==> src/hdl/acjc_pkg.sv <==
package acjc_pkg;
	// ************************************************
	// register map
	// ************************************************
	localparam int          ADDR_W        = 5;
	localparam int          DATA_W        = 8;
	localparam logic [4:0]  ACW_ADDR      = 5'h13;
	localparam logic [4:0]  JAC_ADDR      = 5'h18;
	localparam logic [4:0]  IRQ_STAT_ADDR = 5'h04;
	localparam logic [4:0]  IRQ_CLR_ADDR  = 5'h05;
	localparam logic [4:0]  IRQ_EN_ADDR   = 5'h06;
	localparam logic [4:0]  JA_STAT_ADDR  = 5'h07;
	localparam logic [7:0]  ACW_RESET     = 8'h00;
	localparam logic [7:0]  JAC_RESET     = 8'h00;
	localparam logic [7:0]  ACW_MASK      = 8'h07;
	localparam logic [7:0]  JAC_MASK      = 8'hFE;
	localparam logic [7:0]  READ_ZERO     = 8'h00;

	// ************************************************
	// field positions
	// ************************************************
	localparam int ACW_LOS_ONLY_BIT = 2;
	localparam int ACW_MW_BIT       = 1;
	localparam int ACW_GCI_BIT      = 0;
	localparam int JAC_SEL_BIT      = 7;
	localparam int JAC_DIR_BIT      = 6;
	localparam int JAC_CTR_BIT      = 5;
	localparam int JAC_DEPTH_MSB    = 4;
	localparam int JAC_DEPTH_LSB    = 2;
	localparam int JAC_CLR_BIT      = 1;
	localparam int IRQ_W            = 4;
	localparam int IRQ_LOSS_BIT     = 0;
	localparam int IRQ_OVF_BIT      = 1;
	localparam int IRQ_UNF_BIT      = 2;
	localparam int IRQ_CTR_BIT      = 3;
	localparam logic [IRQ_W-1:0] IRQ_RESET = 4'h0;

	// ************************************************
	// attenuator fifo and line timing
	// ************************************************
	localparam int         JA_AW     = 7;
	localparam int         JA_SLOTS  = 128;
	localparam logic [7:0] JA_STEP   = 8'h10;
	localparam int         CLK_FREQ_KHZ  = 125000;
	localparam int         LINE_RATE_KHZ = 2048;
	localparam int         BIT_DIV_W     = 6;
	localparam logic [BIT_DIV_W-1:0] BIT_DIV = BIT_DIV_W'(CLK_FREQ_KHZ / LINE_RATE_KHZ);

	// ************************************************
	// test sequences
	// ************************************************
	localparam int             PRBS_LEN  = 15;
	localparam logic [14:0]    PRBS_SEED = 15'h7FFF;

	function automatic logic [7:0] ja_depth(input logic [2:0] code);
		ja_depth = JA_STEP * (8'(code) + 8'h01);
	endfunction

	function automatic logic [14:0] prbs_step8(input logic [14:0] s);
		logic [14:0] t;
		t = s;
		for (int i = 0; i < 8; i++) begin
			t = {t[13:0], t[14] ^ t[13]};
		end
		prbs_step8 = t;
	endfunction

	// a-law digital milliwatt, eight bytes per cycle
	function automatic logic [7:0] mw_byte(input logic [2:0] idx);
		unique case (idx)
			3'h0, 3'h3: mw_byte = 8'h34;
			3'h1, 3'h2: mw_byte = 8'h21;
			3'h4, 3'h7: mw_byte = 8'hB4;
			3'h5, 3'h6: mw_byte = 8'hA1;
		endcase
	endfunction
endpackage

==> src/hdl/acjc_ja_if.sv <==
`timescale 1ns/1ps
`default_nettype none
interface acjc_ja_if;
	logic [2:0] depth_code;
	logic       clear;
	logic       centre;
	logic       wr_valid;
	logic       wr_data;
	logic       rd_en;
	logic       rd_data;
	logic       empty;
	logic       full;
	logic       overflow;
	logic       underflow;
	logic [7:0] count;
	modport fifo (input depth_code, clear, centre, wr_valid, wr_data, rd_en,
		output rd_data, empty, full, overflow, underflow, count);
	modport ctrl (output depth_code, clear, centre, wr_valid, wr_data, rd_en,
		input rd_data, empty, full, overflow, underflow, count);
endinterface
`default_nettype wire

==> src/hdl/acjc_top.sv <==
// Contract
// - With the alarm-source bit set, the loss pin is high only while line signal is lost.
// - With the alarm-source bit clear, the loss pin is high on signal loss or lost frame sync.
// - With the test-sequence bit set, per-slot test bytes are the a-law milliwatt pattern.
// - With the test-sequence bit clear, per-slot test bytes come from a 2^15-1 prbs.
// - Writing the test-sequence bit as one restarts the prbs generator.
// - The frame-pulse format bit picks the alternate pulse polarity when set, default when clear.
// - The attenuator select bit bypasses the attenuator when clear and inserts it when set.
// - The direction bit puts the attenuator on transmit data when set, receive data when clear.
// - Each toggle of the centre bit recentres the attenuator fifo read pointer, except while the clear bit is set.
// - The depth field sets the fifo depth to 16 times the field plus one words.
// - While the clear bit is set, attenuator pointers and status reset and it reads empty.
// - Clearing the attenuator does not zero the stored data words.
//
// The strobed register port was decided locally.
`timescale 1ns/1ps
`default_nettype none
module acjc_top (
	// clock and reset
	input  wire logic                          clk,
	input  wire logic                          rst_n,
	// register port
	input  wire logic [acjc_pkg::ADDR_W-1:0]   reg_addr,
	input  wire logic [acjc_pkg::DATA_W-1:0]   reg_wdata,
	input  wire logic                          reg_wr,
	input  wire logic                          reg_rd,
	output logic      [acjc_pkg::DATA_W-1:0]   reg_rdata,
	output logic                               irq,
	// alarm
	input  wire logic                          line_signal_lost_status,
	input  wire logic                          frame_sync_status,
	output logic                               loss_indication_pin,
	// per-slot test sequence
	input  wire logic                          test_byte_req,
	output logic      [7:0]                    test_byte,
	// backplane frame pulse
	input  wire logic                          fp_drive_en,
	input  wire logic                          fp_tx_start,
	input  wire logic                          backplane_frame_pulse_pin_i,
	output logic                               backplane_frame_pulse_pin_o,
	output logic                               backplane_frame_pulse_pin_oe,
	output logic                               fp_rx_start,
	// line data paths
	input  wire logic                          tx_in_data,
	input  wire logic                          tx_in_valid,
	output logic                               tx_out_data,
	input  wire logic                          rx_in_data,
	input  wire logic                          rx_in_valid,
	output logic                               rx_out_data
);
	import acjc_pkg::*;

	logic [7:0]          acw_reg;
	logic [7:0]          jac_reg;
	logic                ctr_prev_reg;
	logic [IRQ_W-1:0]    irq_stat_reg;
	logic [IRQ_W-1:0]    irq_en_reg;
	logic [IRQ_W-1:0]    irq_events;
	logic [IRQ_W-1:0]    irq_clr;
	logic                loss_next;
	logic [14:0]         prbs_reg;
	logic [14:0]         prbs_next;
	logic [2:0]          mw_idx_reg;
	logic                fp_s1_reg;
	logic                fp_s2_reg;
	logic                fp_s3_reg;
	logic [BIT_DIV_W-1:0] div_reg;
	logic                bit_tick;
	logic                tx_last_reg;
	logic                rx_last_reg;
	logic                ja_en;
	logic                ja_tx;
	logic                ja_rx;
	logic                centre_pulse;
	logic                wr_hit_acw;
	logic                wr_hit_jac;

	acjc_ja_if ja ();

	acjc_ja_fifo u_fifo (
		.clk   (clk),
		.rst_n (rst_n),
		.ja    (ja.fifo)
	);

	// ************************************************
	// control registers
	// ************************************************
	assign wr_hit_acw = reg_wr && (reg_addr == ACW_ADDR);
	assign wr_hit_jac = reg_wr && (reg_addr == JAC_ADDR);

	always_ff @(posedge clk or negedge rst_n) begin
		if (!rst_n) begin
			acw_reg <= ACW_RESET;
			jac_reg <= JAC_RESET;
		end else begin
			if (wr_hit_acw) begin
				acw_reg <= reg_wdata & ACW_MASK;
			end
			if (wr_hit_jac) begin
				jac_reg <= reg_wdata & JAC_MASK;
			end
		end
	end

	// either direction of change counts as one centring request
	always_ff @(posedge clk or negedge rst_n) begin
		if (!rst_n) begin
			ctr_prev_reg <= 1'b0;
		end else begin
			ctr_prev_reg <= jac_reg[JAC_CTR_BIT];
		end
	end
	assign centre_pulse = jac_reg[JAC_CTR_BIT] ^ ctr_prev_reg;

	// read data stands one cycle after the strobe only
	always_ff @(posedge clk or negedge rst_n) begin
		if (!rst_n) begin
			reg_rdata <= READ_ZERO;
		end else if (reg_rd) begin
			unique case (reg_addr)
				ACW_ADDR:      reg_rdata <= acw_reg;
				JAC_ADDR:      reg_rdata <= jac_reg;
				IRQ_STAT_ADDR: reg_rdata <= 8'(irq_stat_reg);
				IRQ_EN_ADDR:   reg_rdata <= 8'(irq_en_reg);
				JA_STAT_ADDR:  reg_rdata <= {6'h00, ja.full, ja.empty};
				default:       reg_rdata <= READ_ZERO;
			endcase
		end else begin
			reg_rdata <= READ_ZERO;
		end
	end

	// ************************************************
	// interrupts
	// ************************************************
	assign irq_events[IRQ_LOSS_BIT] = loss_next && !loss_indication_pin;
	assign irq_events[IRQ_OVF_BIT]  = ja.overflow;
	assign irq_events[IRQ_UNF_BIT]  = ja.underflow;
	assign irq_events[IRQ_CTR_BIT]  = centre_pulse;
	assign irq_clr = (reg_wr && reg_addr == IRQ_CLR_ADDR) ? reg_wdata[IRQ_W-1:0] : IRQ_RESET;

	// a new event beats a clear in the same cycle
	always_ff @(posedge clk or negedge rst_n) begin
		if (!rst_n) begin
			irq_stat_reg <= IRQ_RESET;
			irq_en_reg   <= IRQ_RESET;
			irq          <= 1'b0;
		end else begin
			irq_stat_reg <= (irq_stat_reg & ~irq_clr) | irq_events;
			if (reg_wr && reg_addr == IRQ_EN_ADDR) begin
				irq_en_reg <= reg_wdata[IRQ_W-1:0];
			end
			irq <= |(((irq_stat_reg & ~irq_clr) | irq_events) & irq_en_reg);
		end
	end

	// ************************************************
	// loss indication
	// ************************************************
	always_comb begin
		if (acw_reg[ACW_LOS_ONLY_BIT]) begin
			loss_next = line_signal_lost_status;
		end else begin
			loss_next = line_signal_lost_status || !frame_sync_status;
		end
	end

	always_ff @(posedge clk or negedge rst_n) begin
		if (!rst_n) begin
			loss_indication_pin <= 1'b0;
		end else begin
			loss_indication_pin <= loss_next;
		end
	end

	// ************************************************
	// test sequence
	// ************************************************
	assign prbs_next = prbs_step8(prbs_reg);

	always_ff @(posedge clk or negedge rst_n) begin
		if (!rst_n) begin
			prbs_reg   <= PRBS_SEED;
			mw_idx_reg <= 3'h0;
			test_byte  <= 8'h00;
		end else if (wr_hit_acw && reg_wdata[ACW_MW_BIT]) begin
			prbs_reg   <= PRBS_SEED;
			mw_idx_reg <= 3'h0;
		end else if (test_byte_req) begin
			if (acw_reg[ACW_MW_BIT]) begin
				test_byte  <= mw_byte(mw_idx_reg);
				mw_idx_reg <= mw_idx_reg + 3'h1;
			end else begin
				prbs_reg  <= prbs_next;
				test_byte <= prbs_next[7:0];
			end
		end
	end

	// ************************************************
	// backplane frame pulse
	// ************************************************
	// default format is active low, alternate format active high
	always_ff @(posedge clk or negedge rst_n) begin
		if (!rst_n) begin
			backplane_frame_pulse_pin_o  <= 1'b1;
			backplane_frame_pulse_pin_oe <= 1'b0;
		end else begin
			backplane_frame_pulse_pin_o  <= acw_reg[ACW_GCI_BIT] ? fp_tx_start : !fp_tx_start;
			backplane_frame_pulse_pin_oe <= fp_drive_en;
		end
	end

	always_ff @(posedge clk or negedge rst_n) begin
		if (!rst_n) begin
			fp_s1_reg   <= 1'b1;
			fp_s2_reg   <= 1'b1;
			fp_s3_reg   <= 1'b1;
			fp_rx_start <= 1'b0;
		end else begin
			fp_s1_reg   <= backplane_frame_pulse_pin_i;
			fp_s2_reg   <= fp_s1_reg;
			fp_s3_reg   <= fp_s2_reg;
			fp_rx_start <= !fp_drive_en && (acw_reg[ACW_GCI_BIT] ? (fp_s2_reg && !fp_s3_reg)
				: (!fp_s2_reg && fp_s3_reg));
		end
	end

	// ************************************************
	// jitter attenuator path
	// ************************************************
	assign ja_en = jac_reg[JAC_SEL_BIT];
	assign ja_tx = ja_en && jac_reg[JAC_DIR_BIT];
	assign ja_rx = ja_en && !jac_reg[JAC_DIR_BIT];
	assign bit_tick = (div_reg == BIT_DIV - 1'b1);

	assign ja.depth_code = jac_reg[JAC_DEPTH_MSB:JAC_DEPTH_LSB];
	assign ja.clear      = jac_reg[JAC_CLR_BIT];
	assign ja.centre     = centre_pulse;
	assign ja.wr_valid   = (ja_tx && tx_in_valid) || (ja_rx && rx_in_valid);
	assign ja.wr_data    = ja_tx ? tx_in_data : rx_in_data;
	assign ja.rd_en      = ja_en && bit_tick;

	always_ff @(posedge clk or negedge rst_n) begin
		if (!rst_n) begin
			div_reg <= '0;
		end else begin
			div_reg <= bit_tick ? '0 : div_reg + 1'b1;
		end
	end

	// output words lag the fifo read by one bit slot
	always_ff @(posedge clk or negedge rst_n) begin
		if (!rst_n) begin
			tx_last_reg <= 1'b0;
			rx_last_reg <= 1'b0;
			tx_out_data <= 1'b0;
			rx_out_data <= 1'b0;
		end else begin
			if (tx_in_valid) begin
				tx_last_reg <= tx_in_data;
			end
			if (rx_in_valid) begin
				rx_last_reg <= rx_in_data;
			end
			if (bit_tick) begin
				tx_out_data <= ja_tx ? ja.rd_data : tx_last_reg;
				rx_out_data <= ja_rx ? ja.rd_data : rx_last_reg;
			end
		end
	end
endmodule
`default_nettype wire

==> src/hdl/acjc_ja_fifo.sv <==
`timescale 1ns/1ps
`default_nettype none
module acjc_ja_fifo (
	// clock and reset
	input wire logic   clk,
	input wire logic   rst_n,
	// control side
	acjc_ja_if.fifo    ja
);
	import acjc_pkg::*;

	logic [JA_SLOTS-1:0] mem_reg;
	logic [JA_AW-1:0]    wr_ptr_reg;
	logic [JA_AW-1:0]    rd_ptr_reg;
	logic [7:0]          count_reg;
	logic [7:0]          depth;
	logic [7:0]          half;
	logic                wr_ok;
	logic                rd_ok;

	assign depth = ja_depth(ja.depth_code);
	assign half  = depth >> 1;
	assign wr_ok = ja.wr_valid && (count_reg < depth) && !ja.clear;
	assign rd_ok = ja.rd_en && (count_reg != 8'h00) && !ja.clear && !ja.centre;
	assign ja.empty = (count_reg == 8'h00);
	assign ja.full  = (count_reg >= depth);
	assign ja.count = count_reg;

	// ************************************************
	// storage
	// ************************************************
	// no reset on the words: clearing touches control only
	always_ff @(posedge clk) begin
		if (wr_ok) begin
			mem_reg[wr_ptr_reg] <= ja.wr_data;
		end
	end

	// ************************************************
	// pointers
	// ************************************************
	always_ff @(posedge clk or negedge rst_n) begin
		if (!rst_n) begin
			wr_ptr_reg <= '0;
			rd_ptr_reg <= '0;
			count_reg  <= 8'h00;
		end else if (ja.clear) begin
			wr_ptr_reg <= '0;
			rd_ptr_reg <= '0;
			count_reg  <= 8'h00;
		end else if (ja.centre) begin
			wr_ptr_reg <= wr_ptr_reg + JA_AW'(wr_ok);
			rd_ptr_reg <= wr_ptr_reg + JA_AW'(wr_ok) - half[JA_AW-1:0];
			count_reg  <= half;
		end else begin
			wr_ptr_reg <= wr_ptr_reg + JA_AW'(wr_ok);
			rd_ptr_reg <= rd_ptr_reg + JA_AW'(rd_ok);
			count_reg  <= count_reg + 8'(wr_ok) - 8'(rd_ok);
		end
	end

	// ************************************************
	// read data and error pulses
	// ************************************************
	always_ff @(posedge clk or negedge rst_n) begin
		if (!rst_n) begin
			ja.rd_data   <= 1'b0;
			ja.overflow  <= 1'b0;
			ja.underflow <= 1'b0;
		end else begin
			if (rd_ok) begin
				ja.rd_data <= mem_reg[rd_ptr_reg];
			end
			ja.overflow  <= ja.wr_valid && !wr_ok && !ja.clear;
			ja.underflow <= ja.rd_en && (count_reg == 8'h00) && !ja.clear && !ja.centre;
		end
	end
endmodule
`default_nettype wire

==> config.mk <==
export PLATFORM = sky130hd
export DESIGN_NAME = acjc_top
export DESIGN_NICKNAME = d
export VERILOG_FILES = /design/src/hdl/acjc_pkg.sv /design/src/hdl/acjc_ja_if.sv /design/src/hdl/acjc_top.sv /design/src/hdl/acjc_ja_fifo.sv
export SDC_FILE = /design/constraint.sdc
export NUM_CORES = 1
export LEC_CHECK = 0
export BUFFER_PORTS_ARGS = -buffer_cell sky130_fd_sc_hd__buf_2
export CORE_MARGIN = 2
export CORE_UTILIZATION = 60
export DETAILED_ROUTE_END_ITERATION = 7
export HOLD_SLACK_MARGIN = 0.15
export PLACE_DENSITY = 0.78
export SYNTH_ARGS = -nofsm -noshare
export SYNTH_HDL_FRONTEND = slang
export SYNTH_SLANG_ARGS = --single-unit
==> constraint.sdc <==
create_clock -name clk -period 7.37 [get_ports clk]
set_input_delay 0.737 -clock clk [delete_from_list [all_inputs] [get_ports clk]]
set_output_delay 0.737 -clock clk [all_outputs]
set_load 0.1 [all_outputs]
==> results of run 1 <==
==> cell usage in the layout (no fill, tap or decap), types with 5 or more instances in the layout <==
| cell type | n |
|---|---|
| a21oi_1 | 20 |
| o21ai_0 | 13 |
| clkbuf_16 | 23 |
| dfrtp_1 | 76 |
| dfstp_2 | 19 |
| o211ai_1 | 5 |
| nand3_1 | 26 |
| buf_2 | 48 |
| nand2_1 | 80 |
| nand4_1 | 5 |
| a221oi_1 | 6 |
| mux2i_1 | 25 |
| nor3_1 | 5 |
| a21o_1 | 5 |
| nor2_1 | 171 |
| xor2_1 | 17 |
| mux4_1 | 5 |
| mux2_2 | 19 |
| ha_1 | 24 |
| nor2b_1 | 10 |
| clkinv_1 | 5 |
| and3_1 | 9 |
| buf_4 | 6 |
| clkbuf_1 | 6 |
| inv_1 | 23 |
| nand3b_1 | 5 |
| edfxtp_1 | 128 |
| xnor2_1 | 18 |
| nand2b_1 | 7 |
| a211oi_1 | 7 |
| mux4_2 | 19 |
==> logic make-up (layout without fill, tap and decap cells) <==
| logic type | Yosys count | in the layout | synth area share |
|---|---|---|---|
| AND/OR/NAND/NOR | 331 | 331 | 0.140 |
| flip-flops | 224 | 224 | 0.609 |
| multiplexers | 68 | 68 | 0.0995 |
| AO/OA/AOI/OAI | 89 | 89 | 0.0603 |
| buffers and inverters | 61 | 117 | 0.0260 |
| XOR/XNOR | 36 | 36 | 0.0320 |
| adder cells (fa/ha/maj) | 26 | 26 | 0.0331 |
==> critical path, cell delays in order (launching register included) <==
cell and delay (ps):
dfrtp_1 440, ha_1 260, xnor3_1 350, o211a_1 160, a21oi_2 180, nand2_1 190
inv_1 160, ha_1 190, ha_1 210, nand3_1 100, xor2_1 280, inv_1 80
ha_1 270, a21o_1 160, a21oi_1 170, xor2_1 200, xnor2_1 80, a211oi_1 240
==> how the worst min path moves through the flow <==
stage	startpoint	to	slack, ps	cells past startpoint
floorplan	fp_s1_reg$_DFF_PN1_	fp_s2_reg$_DFF_PN1_	350	0
global placement	fp_s1_reg$_DFF_PN1_	fp_s2_reg$_DFF_PN1_	350	0
detailed placement	fp_s1_reg$_DFF_PN1_	fp_s2_reg$_DFF_PN1_	350	0
CTS	rst_n	jac_reg[2]$_DFFE_PN0P_	210	1
global route	rst_n	jac_reg[2]$_DFFE_PN0P_	240	1
finish	rst_n	div_reg[3]$_DFF_PN0_	210	1
==> routing by layer <==
metal  up-vias  global-route usage
met4         0              0.0810
met2       258               0.433
met5         -                   0
li1       3057                   -
met3        51              0.0379
met1      3306               0.308
==> through the flow <==
step	hold WS, ps	setup WS, ps	area, µm²	cells
floorplan	345	3990	10300	835
global placement	350	3760	10700	1071
detailed placement	350	3630	10700	1071
CTS	211	3560	11400	1111
global route	238	3310	11400	1111
finish	207	3550	11400	1111
==> cell type report <==
cell class,count,area (µm²)
Inverter,23,86.3
Clock inverter,9,91.3
Fill cell,1204,5310
Tap cell,220,275
Sequential cell,224,6270
Timing Repair Buffer,54,285
Clock buffer,31,626
Multi-Input combinational cell,550,3750
==> power groups by stage <==
stage | clock network [mW] | registers [mW] | logic, mW
after detailed placement | 0 | 1.67 | 1.21
after CTS | 1.13 | 1.64 | 1.21
after floorplan | 0 | 1.78 | 0.816
final | 1.12 | 1.65 | 1.21
after global placement | 0 | 1.66 | 1.18
after global routing | 1.19 | 1.67 | 1.31
==> summary.md, run 1 <==
| Metric | Value |
|---|---|
| Via count | `roughly 6,700` |
| Starting Density | `0.616` |
| Die area | `between 0.015 and 0.02 mm²` |
| Post-synthesis cell count | `~840` |
| CP required | `between 7000 and 8000 ps` |
| IO buf count | `between 40 and 50` |
| Root Buffer | `clkbuf_16` |
| Post-synth EDFFs | `approximately 130` |
| Post-Route WL | `approximately 22,000 µm` |
| Sink Count | `between 200 and 250` |
| Slew Viols, Final | `0` |
| Pwr dens | `between 300 and 400 mW/mm²` |
| Peak supply drop | `between 0.3 and 0.4 mV` |
| Clk_skew | `9.89 ps` |
| Die Ht | `roughly 130 µm` |
| Net Sw Frac | `0.343` |
| Setup Viol. Count Final | `0` |
| Synthesized area | `roughly 0.010 mm²` |
| Num ports | `50` |
| Vias per cell | `6.01` |
| Reg-to-Reg End | `u_fifo.rd_ptr_reg[6]$_DFF_PN0_` |
| CTS resizes | `0` |
| Finished Core Util | `0.682` |
| Hold_buf cts | `0` |
| Reg2reg start | `jac_reg[2]$_DFFE_PN0P_` |
| Crit. End Element | `flop` |
| Post-synth top area share | `0.373` |
| Gpl congestion | `~0.89` |
| Initial antenna violation count | `0` |
| H-tree Lvls | `1` |
| Largest register FFs | `between 100 and 150` |
| Slew @ Worst Pin | `about 1100 ps` |
| Count leader, synth | `nor2_1` |
| Worst path arrival time | `4220 ps` |
| Drt wl/cell | `19.5 µm` |
| Drt first pass iters | `5` |
| Gate power share | `0.305` |
| CP max FO | `6` |
| Final Power | `3.98 mW` |
| Share of cells above drive strength 1 | `0.166` |
| Post-DP HPWL | `13,300 µm` |
| Worst min-delay path class | `primary input to asynchronous set/reset pin` |
| CTS tree | `built` |
| Outcome | `finished, final reports clean` |
| P_leak | `between 4 and 5 nW` |
| Worst-Skew Late Latency | `500 ps` |
| Post-CTS Setup Bufs | `0` |
| Core area | `about 0.017 mm²` |
| Hold Fails Final Rpt | `0` |
| M1 WL | `8710 µm` |
| Worst setup path class | `flop to flop` |
| DRC viols | `0` |
| Pin count of the biggest net entering global routing | `roughly 130` |
| RSZ-0062 raised after global routing | `no` |
| Synth cell types | `61` |
| Clock power frac | `0.281` |
| Rows | `47` |
| Ys async rst share | `0.429` |
| Wire length on met2 | `10,800 µm` |
| Number of nets still failing antenna checks after routing | `0` |
| Worst slew margin | `0.243` |
| Diodes inserted | `0` |
| NetSw | `around 1.4 mW` |
| Most used DFF post-synth | `edfxtp_1` |
| Post-synthesis sequential area ratio | `0.609` |
| CP endpoint | `u_fifo.rd_ptr_reg[6]$_DFF_PN0_` |
| Syn_nets | `between 800 and 900` |
| Final period util | `0.518` |
| Internal power | `2.61 mW` |
| Synth warn | `0` |
| Global route total overflow | `0` |
| Number of buffers created by CTS | `23` |
| Avg Cell Area, Syn | `12.3 µm²` |
| Top Metal Used | `met4` |
| Die W | `135 µm` |
| Worst setup SP type | `flop` |
| Max Cap Viol | `0` |
| Flops & latches, synth | `approximately 220` |
| Worst setup path startpoint | `jac_reg[2]$_DFFE_PN0P_` |
| DR iter-0 viols | `480` |
| Biggest area consumer among synthesized cells | `edfxtp_1` |
| Setup TNS Final | `0 ps` |
| Reg2Reg Setup Slack | `~3600 ps` |
| Total track usage | `0.244` |
| Synthesis-to-finish area growth | `10.7%` |
| Sequential power share | `0.414` |
| WL met3 | `1420 µm` |
| Max Clk Rate | `approximately 260 MHz` |
| CTS Buffer Depth | `3` |
| Worst Reg-to-Reg Cells | `17` |
| Worst-path clk slew | `around 60 ps` |
| Global-route wire length before repair | `34,500 µm` |
| Commonest cells post-synth | `171 x nor2_1, 128 x edfxtp_1, 80 x nand2_1` |
| Period minus WS final | `~3800 ps` |
| Synth area leaders | `edfxtp_1 37%, dfrtp_1 19%, nor2_1 6.2%` |
| Final #Nets | `between 900 and 1,000` |
| Vias in the first global route | `slightly below 7,000` |
No activity file was read; power rests on OpenSTA's default activity.
==> run 2, diff against run 1 <==
==> constraint.sdc (replaced) <==
create_clock -name clk -period 3.9 [get_ports clk]
set_input_delay 0.39 -clock clk [delete_from_list [all_inputs] [get_ports clk]]
set_output_delay 0.39 -clock clk [all_outputs]
set_load 0.1 [all_outputs]
==> run 2 against run 1 <==
Compared with the run above:
- maximum frequency up 3.0%
- sequential power up 92%
- via count up 2.0%
- worst hold slack lost 38 ps
- setup slack worse by 3400 ps
- first-iteration DRC count rose by 6.0%
- sequential share of layout area is 0.93 points lower
- die area unchanged
- critical endpoint unchanged
- highest routed layer unchanged
==> summary.md, run 2 (synthesis results as in run 1) <==
| Metric | Value |
|---|---|
| Slew @ Worst Pin | `a little over 1000 ps` |
| Slew Viols, Final | `0` |
| Num ports | `50` |
| Hold Crit Start | `tx_in_valid` |
| Worst Reg-to-Reg Cells | `17` |
| Initial antenna violation count | `0` |
| Die W | `between 100 and 150 µm` |
| WHS Path Cells | `2` |
| Final #Nets | `between 900 and 1,000` |
| Worst-path clk slew | `~60 ps` |
| Hold Fails Final Rpt | `0` |
| Fillers | `1,153` |
| Post-Route WL | `~22,000 µm` |
| Peak supply drop | `between 0.6 and 0.7 mV` |
| Synthesis-to-finish area growth | `12.6%` |
| Pwr dens | `~650 mW/mm²` |
| Clk_skew | `about 8.0 ps` |
| Via count | `about 6,800` |
| Vias in the first global route | `a little under 7,000` |
| Worst path arrival time | `between 4000 and 5000 ps` |
| Gpl congestion | `0.892` |
| Die Ht | `around 130 µm` |
| Rows | `47` |
| Total track usage | `0.253` |
| Number of nets still failing antenna checks after routing | `0` |
| Fin cells | `1,133` |
| WHS | `roughly 170 ps` |
| Starting Density | `0.616` |
| Reg2reg start | `jac_reg[2]$_DFFE_PN0P_` |
| Worst min-delay path class | `primary input to flop` |
| Reg-to-Reg End | `u_fifo.rd_ptr_reg[6]$_DFF_PN0_` |
| CP max FO | `6` |
| Sink Count | `224` |
| Post-DP HPWL | `~14,000 µm` |
| Root Buffer | `clkbuf_16` |
| Drt wl/cell | `between 15 and 20 µm` |
| P_leak | `approximately 4.5 nW` |
| Reg2Reg Setup Slack | `~190 ps` |
| Drt first pass iters | `6` |
| Max Clk Rate | `270 MHz` |
| Worst setup SP type | `flop` |
| Commonest non-fill, non-tap cells in the layout | `171 x nor2_1, 128 x edfxtp_1, 79 x nand2_1, 75 x dfrtp_1, 48 x buf_2` |
| CTS tree | `built` |
| Period minus WS final | `roughly 3700 ps` |
| Die area | `0.0182 mm²` |
| Worst-Skew Late Latency | `500 ps` |
| CP required | `4310 ps` |
| H-tree Lvls | `1` |
| Max Cap Viol | `0` |
| CTS Buffer Depth | `3` |
| Largest register FFs | `roughly 130` |
| Worst slew margin | `0.315` |
| Number of buffers created by CTS | `23` |
| Commonest non-fill, non-tap cell in the layout | `nor2_1` |
| Diodes inserted | `0` |
| Core area | `between 0.015 and 0.02 mm²` |
| Crit. End Element | `flop` |
| Share of cells above drive strength 1 | `0.182` |
| IO buf count | `49` |
| Placed instance count | `approximately 1,100` |
| Worst setup path class | `flop to flop` |
| Setup Viol. Count Final | `0` |
| Global-route wire length before repair | `~36,000 µm` |
| DRC viols | `0` |
| Global route total overflow | `0` |
| Pin count of the biggest net entering global routing | `between 60 and 70` |
| Final period util | `0.950` |
| Vias per cell | `about 6` |
| DR iter-0 viols | `a little over 500` |
| Hold endpoint | `tx_last_reg$_DFFE_PN0P_` |
| Outcome | `finished, final reports clean` |
run 2: cell count changes in the layout (fill, tap and decap cells not counted), sizes merged:
cell / previous run / this run
bufinv: 2 / 1
clkinv: 6 / 8
dlygate4sd3: 0 / 12
buf: 54 / 64
clkinvlp: 1 / 0
run 2: how the worst max path moves through the flow:
stage	startpoint	to	slack [ps]	cells after the start
2_1_floorplan	jac_reg[2]$_DFFE_PN0P_	u_fifo.rd_ptr_reg[6]$_DFF_PN0_	520	17
3_3_place_gp	jac_reg[2]$_DFFE_PN0P_	u_fifo.rd_ptr_reg[6]$_DFF_PN0_	300	17
3_5_place_dp	jac_reg[2]$_DFFE_PN0P_	u_fifo.rd_ptr_reg[6]$_DFF_PN0_	140	17
4_1_cts	jac_reg[2]$_DFFE_PN0P_	u_fifo.rd_ptr_reg[6]$_DFF_PN0_	120	17
5_1_grt	jac_reg[3]$_DFFE_PN0P_	u_fifo.rd_ptr_reg[6]$_DFF_PN0_	-70	17
6_report	jac_reg[2]$_DFFE_PN0P_	u_fifo.rd_ptr_reg[6]$_DFF_PN0_	190	17
run 2: stage by stage:
stage	util	setup TNS, ps	setup WS, ps	power, mW	area, µm²
2_1_floorplan	-	0	518	4.91	10300
3_3_place_gp	0.643	0	304	5.40	10700
3_5_place_dp	0.643	0	135	5.48	10700
4_1_cts	0.692	0	124	7.55	11600
5_1_grt	0.694	-65.7	-65.7	7.90	11600
6_report	0.694	0	194	7.52	11600
run 2: final cells by class:
| class | instances | area (µm²) | area share |
|---|---|---|---|
| flip-flops and latches | 224 | 6270 | 0.541 |
| clock inverters | 9 | 66.3 | 0.00572 |
| repair buffers | 76 | 480 | 0.0415 |
| multi-input cells | 550 | 3770 | 0.325 |
| inverters | 23 | 86.3 | 0.00745 |
| clock buffers | 31 | 636 | 0.0549 |
| well taps | 220 | 275 | 0.0238 |
run 2: power breakdown:
group	internal [mW]	total, mW	switching [mW]
Sequential	2.83	3.16	0.330
Combinational	0.889	2.30	1.41
Clock	1.20	2.06	0.860
run 2: worst max-delay path: stages (launching register included):
cell and delay [ps]:
dfrtp_2 450, ha_2 230, xnor3_1 330, o211a_1 160, a21oi_2 210, nand2_2 130
inv_1 130, ha_1 170, ha_1 220, nand3_1 160, xor2_2 250, inv_1 70
ha_1 270, a21o_1 160, a21oi_1 160, xor2_1 200, xnor2_1 100, a211oi_1 220
run 2: layer usage:
layer	track usage	part of all wire	vias to the layer above
met5	0	0	-
met4	0.0845	0.030	0
met3	0.0368	0.073	54
met2	0.432	0.50	303
met1	0.338	0.40	3343
li1	-	-	3104
run 2: timing repair:
item	CTS	global route
hold buffers	12	0
hold endpoints to repair	73	0
setup endpoints to repair	0	1
gates resized for setup	0	5
setup buffers	0	2
==> run 3, diff against run 2 <==
--- a/config.mk
+++ b/config.mk
@@ -5,7 +5,7 @@
 export SDC_FILE = /design/constraint.sdc
 export NUM_CORES = 1
 export LEC_CHECK = 0
-export BUFFER_PORTS_ARGS = -buffer_cell sky130_fd_sc_hd__buf_2
+export BUFFER_PORTS_ARGS = -buffer_cell sky130_fd_sc_hd__clkbuf_2
 export CORE_MARGIN = 2
 export CORE_UTILIZATION = 60
 export DETAILED_ROUTE_END_ITERATION = 7
==> run 3 against run 2 <==
Compared with the run above:
- non-clock buffer count is the same
- combinational power is essentially flat
- worst hold slack lost 1.4 ps
- first-iteration DRC count is 3.7% lower
- final cell count about the same
==> summary.md, run 3 (synthesis results as in run 1) <==
| Metric | Value |
|---|---|
| Outcome | `finished, final reports clean` |
| Worst Reg-to-Reg Cells | `17` |
| Commonest non-fill, non-tap cell in the layout | `nor2_1` |
| Global route total overflow | `0` |
| DRC viols | `0` |
| Setup TNS Final | `0 ps` |
| M1 WL | `8830 µm` |
| WHS | `about 170 ps` |
| Num ports | `50` |
| Hold Fails Final Rpt | `0` |
| Via count | `between 6,000 and 7,000` |
| Max Cap Viol | `0` |
| Worst slew margin | `0.282` |
| Top Metal Used | `met4` |
| Root Buffer | `clkbuf_16` |
| Fin cells | `~1,100` |
| Sink Count | `~220` |
| WHS Path Cells | `2` |
| Placed instance count | `between 1,000 and 1,500` |
| H-tree Lvls | `1` |
| Post-Route WL | `around 22,000 µm` |
| CTS tree | `built` |
| CP max FO | `6` |
| Worst Path Buf+Inv | `2` |
| Crit-path cells | `ha_1 -> xnor3_1 -> o211a_1 -> a21oi_4 -> nand2_2 -> inv_1 -> ha_1 -> ha_2 -> nand3_1 -> xor2_2 -> inv_1 -> ha_1 -> a21o_1 -> a21oi_2 -> xor2_1 -> xnor2_1 -> a211oi_2` |
| Number of nets still failing antenna checks after routing | `0` |
| CP max stage cell | `dfrtp_2` |
| Final period util | `0.941` |
| Slew Viols, Final | `0` |
| Post-DP HPWL | `14,400 µm` |
| CP required | `around 4300 ps` |
| Core area | `0.0167 mm²` |
| Commonest non-fill, non-tap cells in the layout | `171 x nor2_1, 128 x edfxtp_1, 79 x nand2_1, 75 x dfrtp_1, 48 x clkbuf_2` |
| CTS Buffer Depth | `3` |
| IO buf count | `49` |
| Delay-heaviest family, CP | `adder cells` |
| Slew @ Worst Pin | `~1100 ps` |
| Final Power | `7.49 mW` |
| P_leak | `around 4.5 nW` |
| Worst setup SP type | `flop` |
| Largest register FFs | `approximately 130` |
| Worst setup path class | `flop to flop` |
| Vias per cell | `6.01` |
| Die Ht | `between 100 and 150 µm` |
| Worst path arrival time | `between 4000 and 5000 ps` |
| Die area | `around 0.018 mm²` |
| Drt first pass iters | `7` |
| Fillers | `1,193` |
| Clk_skew | `between 9 and 10 ps` |
| Period minus WS final | `approximately 3700 ps` |
| Pwr dens | `around 650 mW/mm²` |
| Synthesis-to-finish area growth | `12.5%` |
| Number of buffers created by CTS | `23` |
| Drt wl/cell | `around 20 µm` |
| DR iter-0 viols | `490` |
| Global-route wire length before repair | `~36,000 µm` |
| CP Depth | `17` |
| Share of cells above drive strength 1 | `0.176` |
| Final #Nets | `951` |
| Max Clk Rate | `between 200 and 300 MHz` |
| Vias in the first global route | `between 6,000 and 7,000` |
| Gpl congestion | `around 0.91` |
| Crit-path max cell delay | `450 ps` |
| Worst min-delay path class | `primary input to flop` |
| Starting Density | `0.616` |
| Peak supply drop | `between 0.4 and 0.5 mV` |
| Die W | `about 130 µm` |
| Wire length on met2 | `11,300 µm` |
| Setup Viol. Count Final | `0` |
| Crit. End Element | `flop` |
| Initial antenna violation count | `0` |
| Pin count of the biggest net entering global routing | `72` |
| Rows | `47` |
| Worst-Skew Late Latency | `a little over 500 ps` |
| WL met3 | `between 1500 and 2000 µm` |
| Diodes inserted | `0` |
| Worst-path clk slew | `~60 ps` |
| Most frequent CP cell | `ha_1` |
| Total track usage | `0.252` |
-- run 3: cell types whose count changed in the layout (fill, tap and decap cells not counted), sizes merged --
cell	change
clkinv	+1
buf	-49
dlygate4sd3	+1
clkbuf	+47
clkinvlp	+1
-- run 3: final cells by class --
cell class	count	area, µm²	area share
flip-flops and latches	224	6270	0.542
clock buffers	30	602	0.0520
well taps	220	275	0.0238
multi-input cells	550	3780	0.327
clock inverters	11	73.8	0.00638
inverters	23	86.3	0.00746
repair buffers	76	483	0.0417
-- run 3: layer usage --
metal	GRT usage	vias to the layer above
met4	0.0897	0
met3	0.0405	54
li1	-	3095
met5	0	-
met1	0.326	3398
met2	0.436	263
-- run 3: worst register-to-register path, stage by stage (launching register included) --
cell and delay (ps):
dfrtp_2 450, ha_1 260, xnor3_1 340, o211a_1 170
a21oi_4 180, nand2_2 120, inv_1 130, ha_1 190
ha_2 210, nand3_1 130, xor2_2 250, inv_1 70
ha_1 290, a21o_1 180, a21oi_2 140, xor2_1 190
xnor2_1 100, a211oi_2 190
-- run 3: worst paths after layout --
path	slack, ps	from	to
setup / recovery	230	jac_reg[2]$_DFFE_PN0P_	u_fifo.rd_ptr_reg[6]$_DFF_PN0_
hold / removal	170	tx_in_valid	tx_last_reg$_DFFE_PN0P_
setup reg to reg	230	jac_reg[2]$_DFFE_PN0P_	u_fifo.rd_ptr_reg[6]$_DFF_PN0_
hold reg to reg	360	fp_s1_reg$_DFF_PN1_	fp_s2_reg$_DFF_PN1_
max in group asynchronous	2420	rst_n	fp_s1_reg$_DFF_PN1_
min in group asynchronous	550	rst_n	div_reg[3]$_DFF_PN0_
-- run 3: power by group --
group,internal [mW],leakage (nW),switching (mW)
sequential,2.83,2.32,0.344
combinational,0.894,1.83,1.41
clock,1.15,0.325,0.859
-- run 3: what timing repair did --
item	CTS	global route
hold buffers	13	0
endpoints found under the setup margin	1	1
pin swaps	0	3
setup buffers	0	1
hold endpoints to repair	66	0
resized for setup	1	6
-- run 3: metrics by stage --
| step | area [µm²] | util | setup slack [ps] |
|---|---|---|---|
| 2_1_floorplan | 10300 | - | 518 |
| 3_3_place_gp | 10700 | 0.643 | 300 |
| 3_5_place_dp | 10700 | 0.643 | -16.8 |
| 4_1_cts | 11500 | 0.691 | 52.4 |
| 5_1_grt | 11600 | 0.693 | -27.4 |
| 6_report | 11600 | 0.693 | 229 |
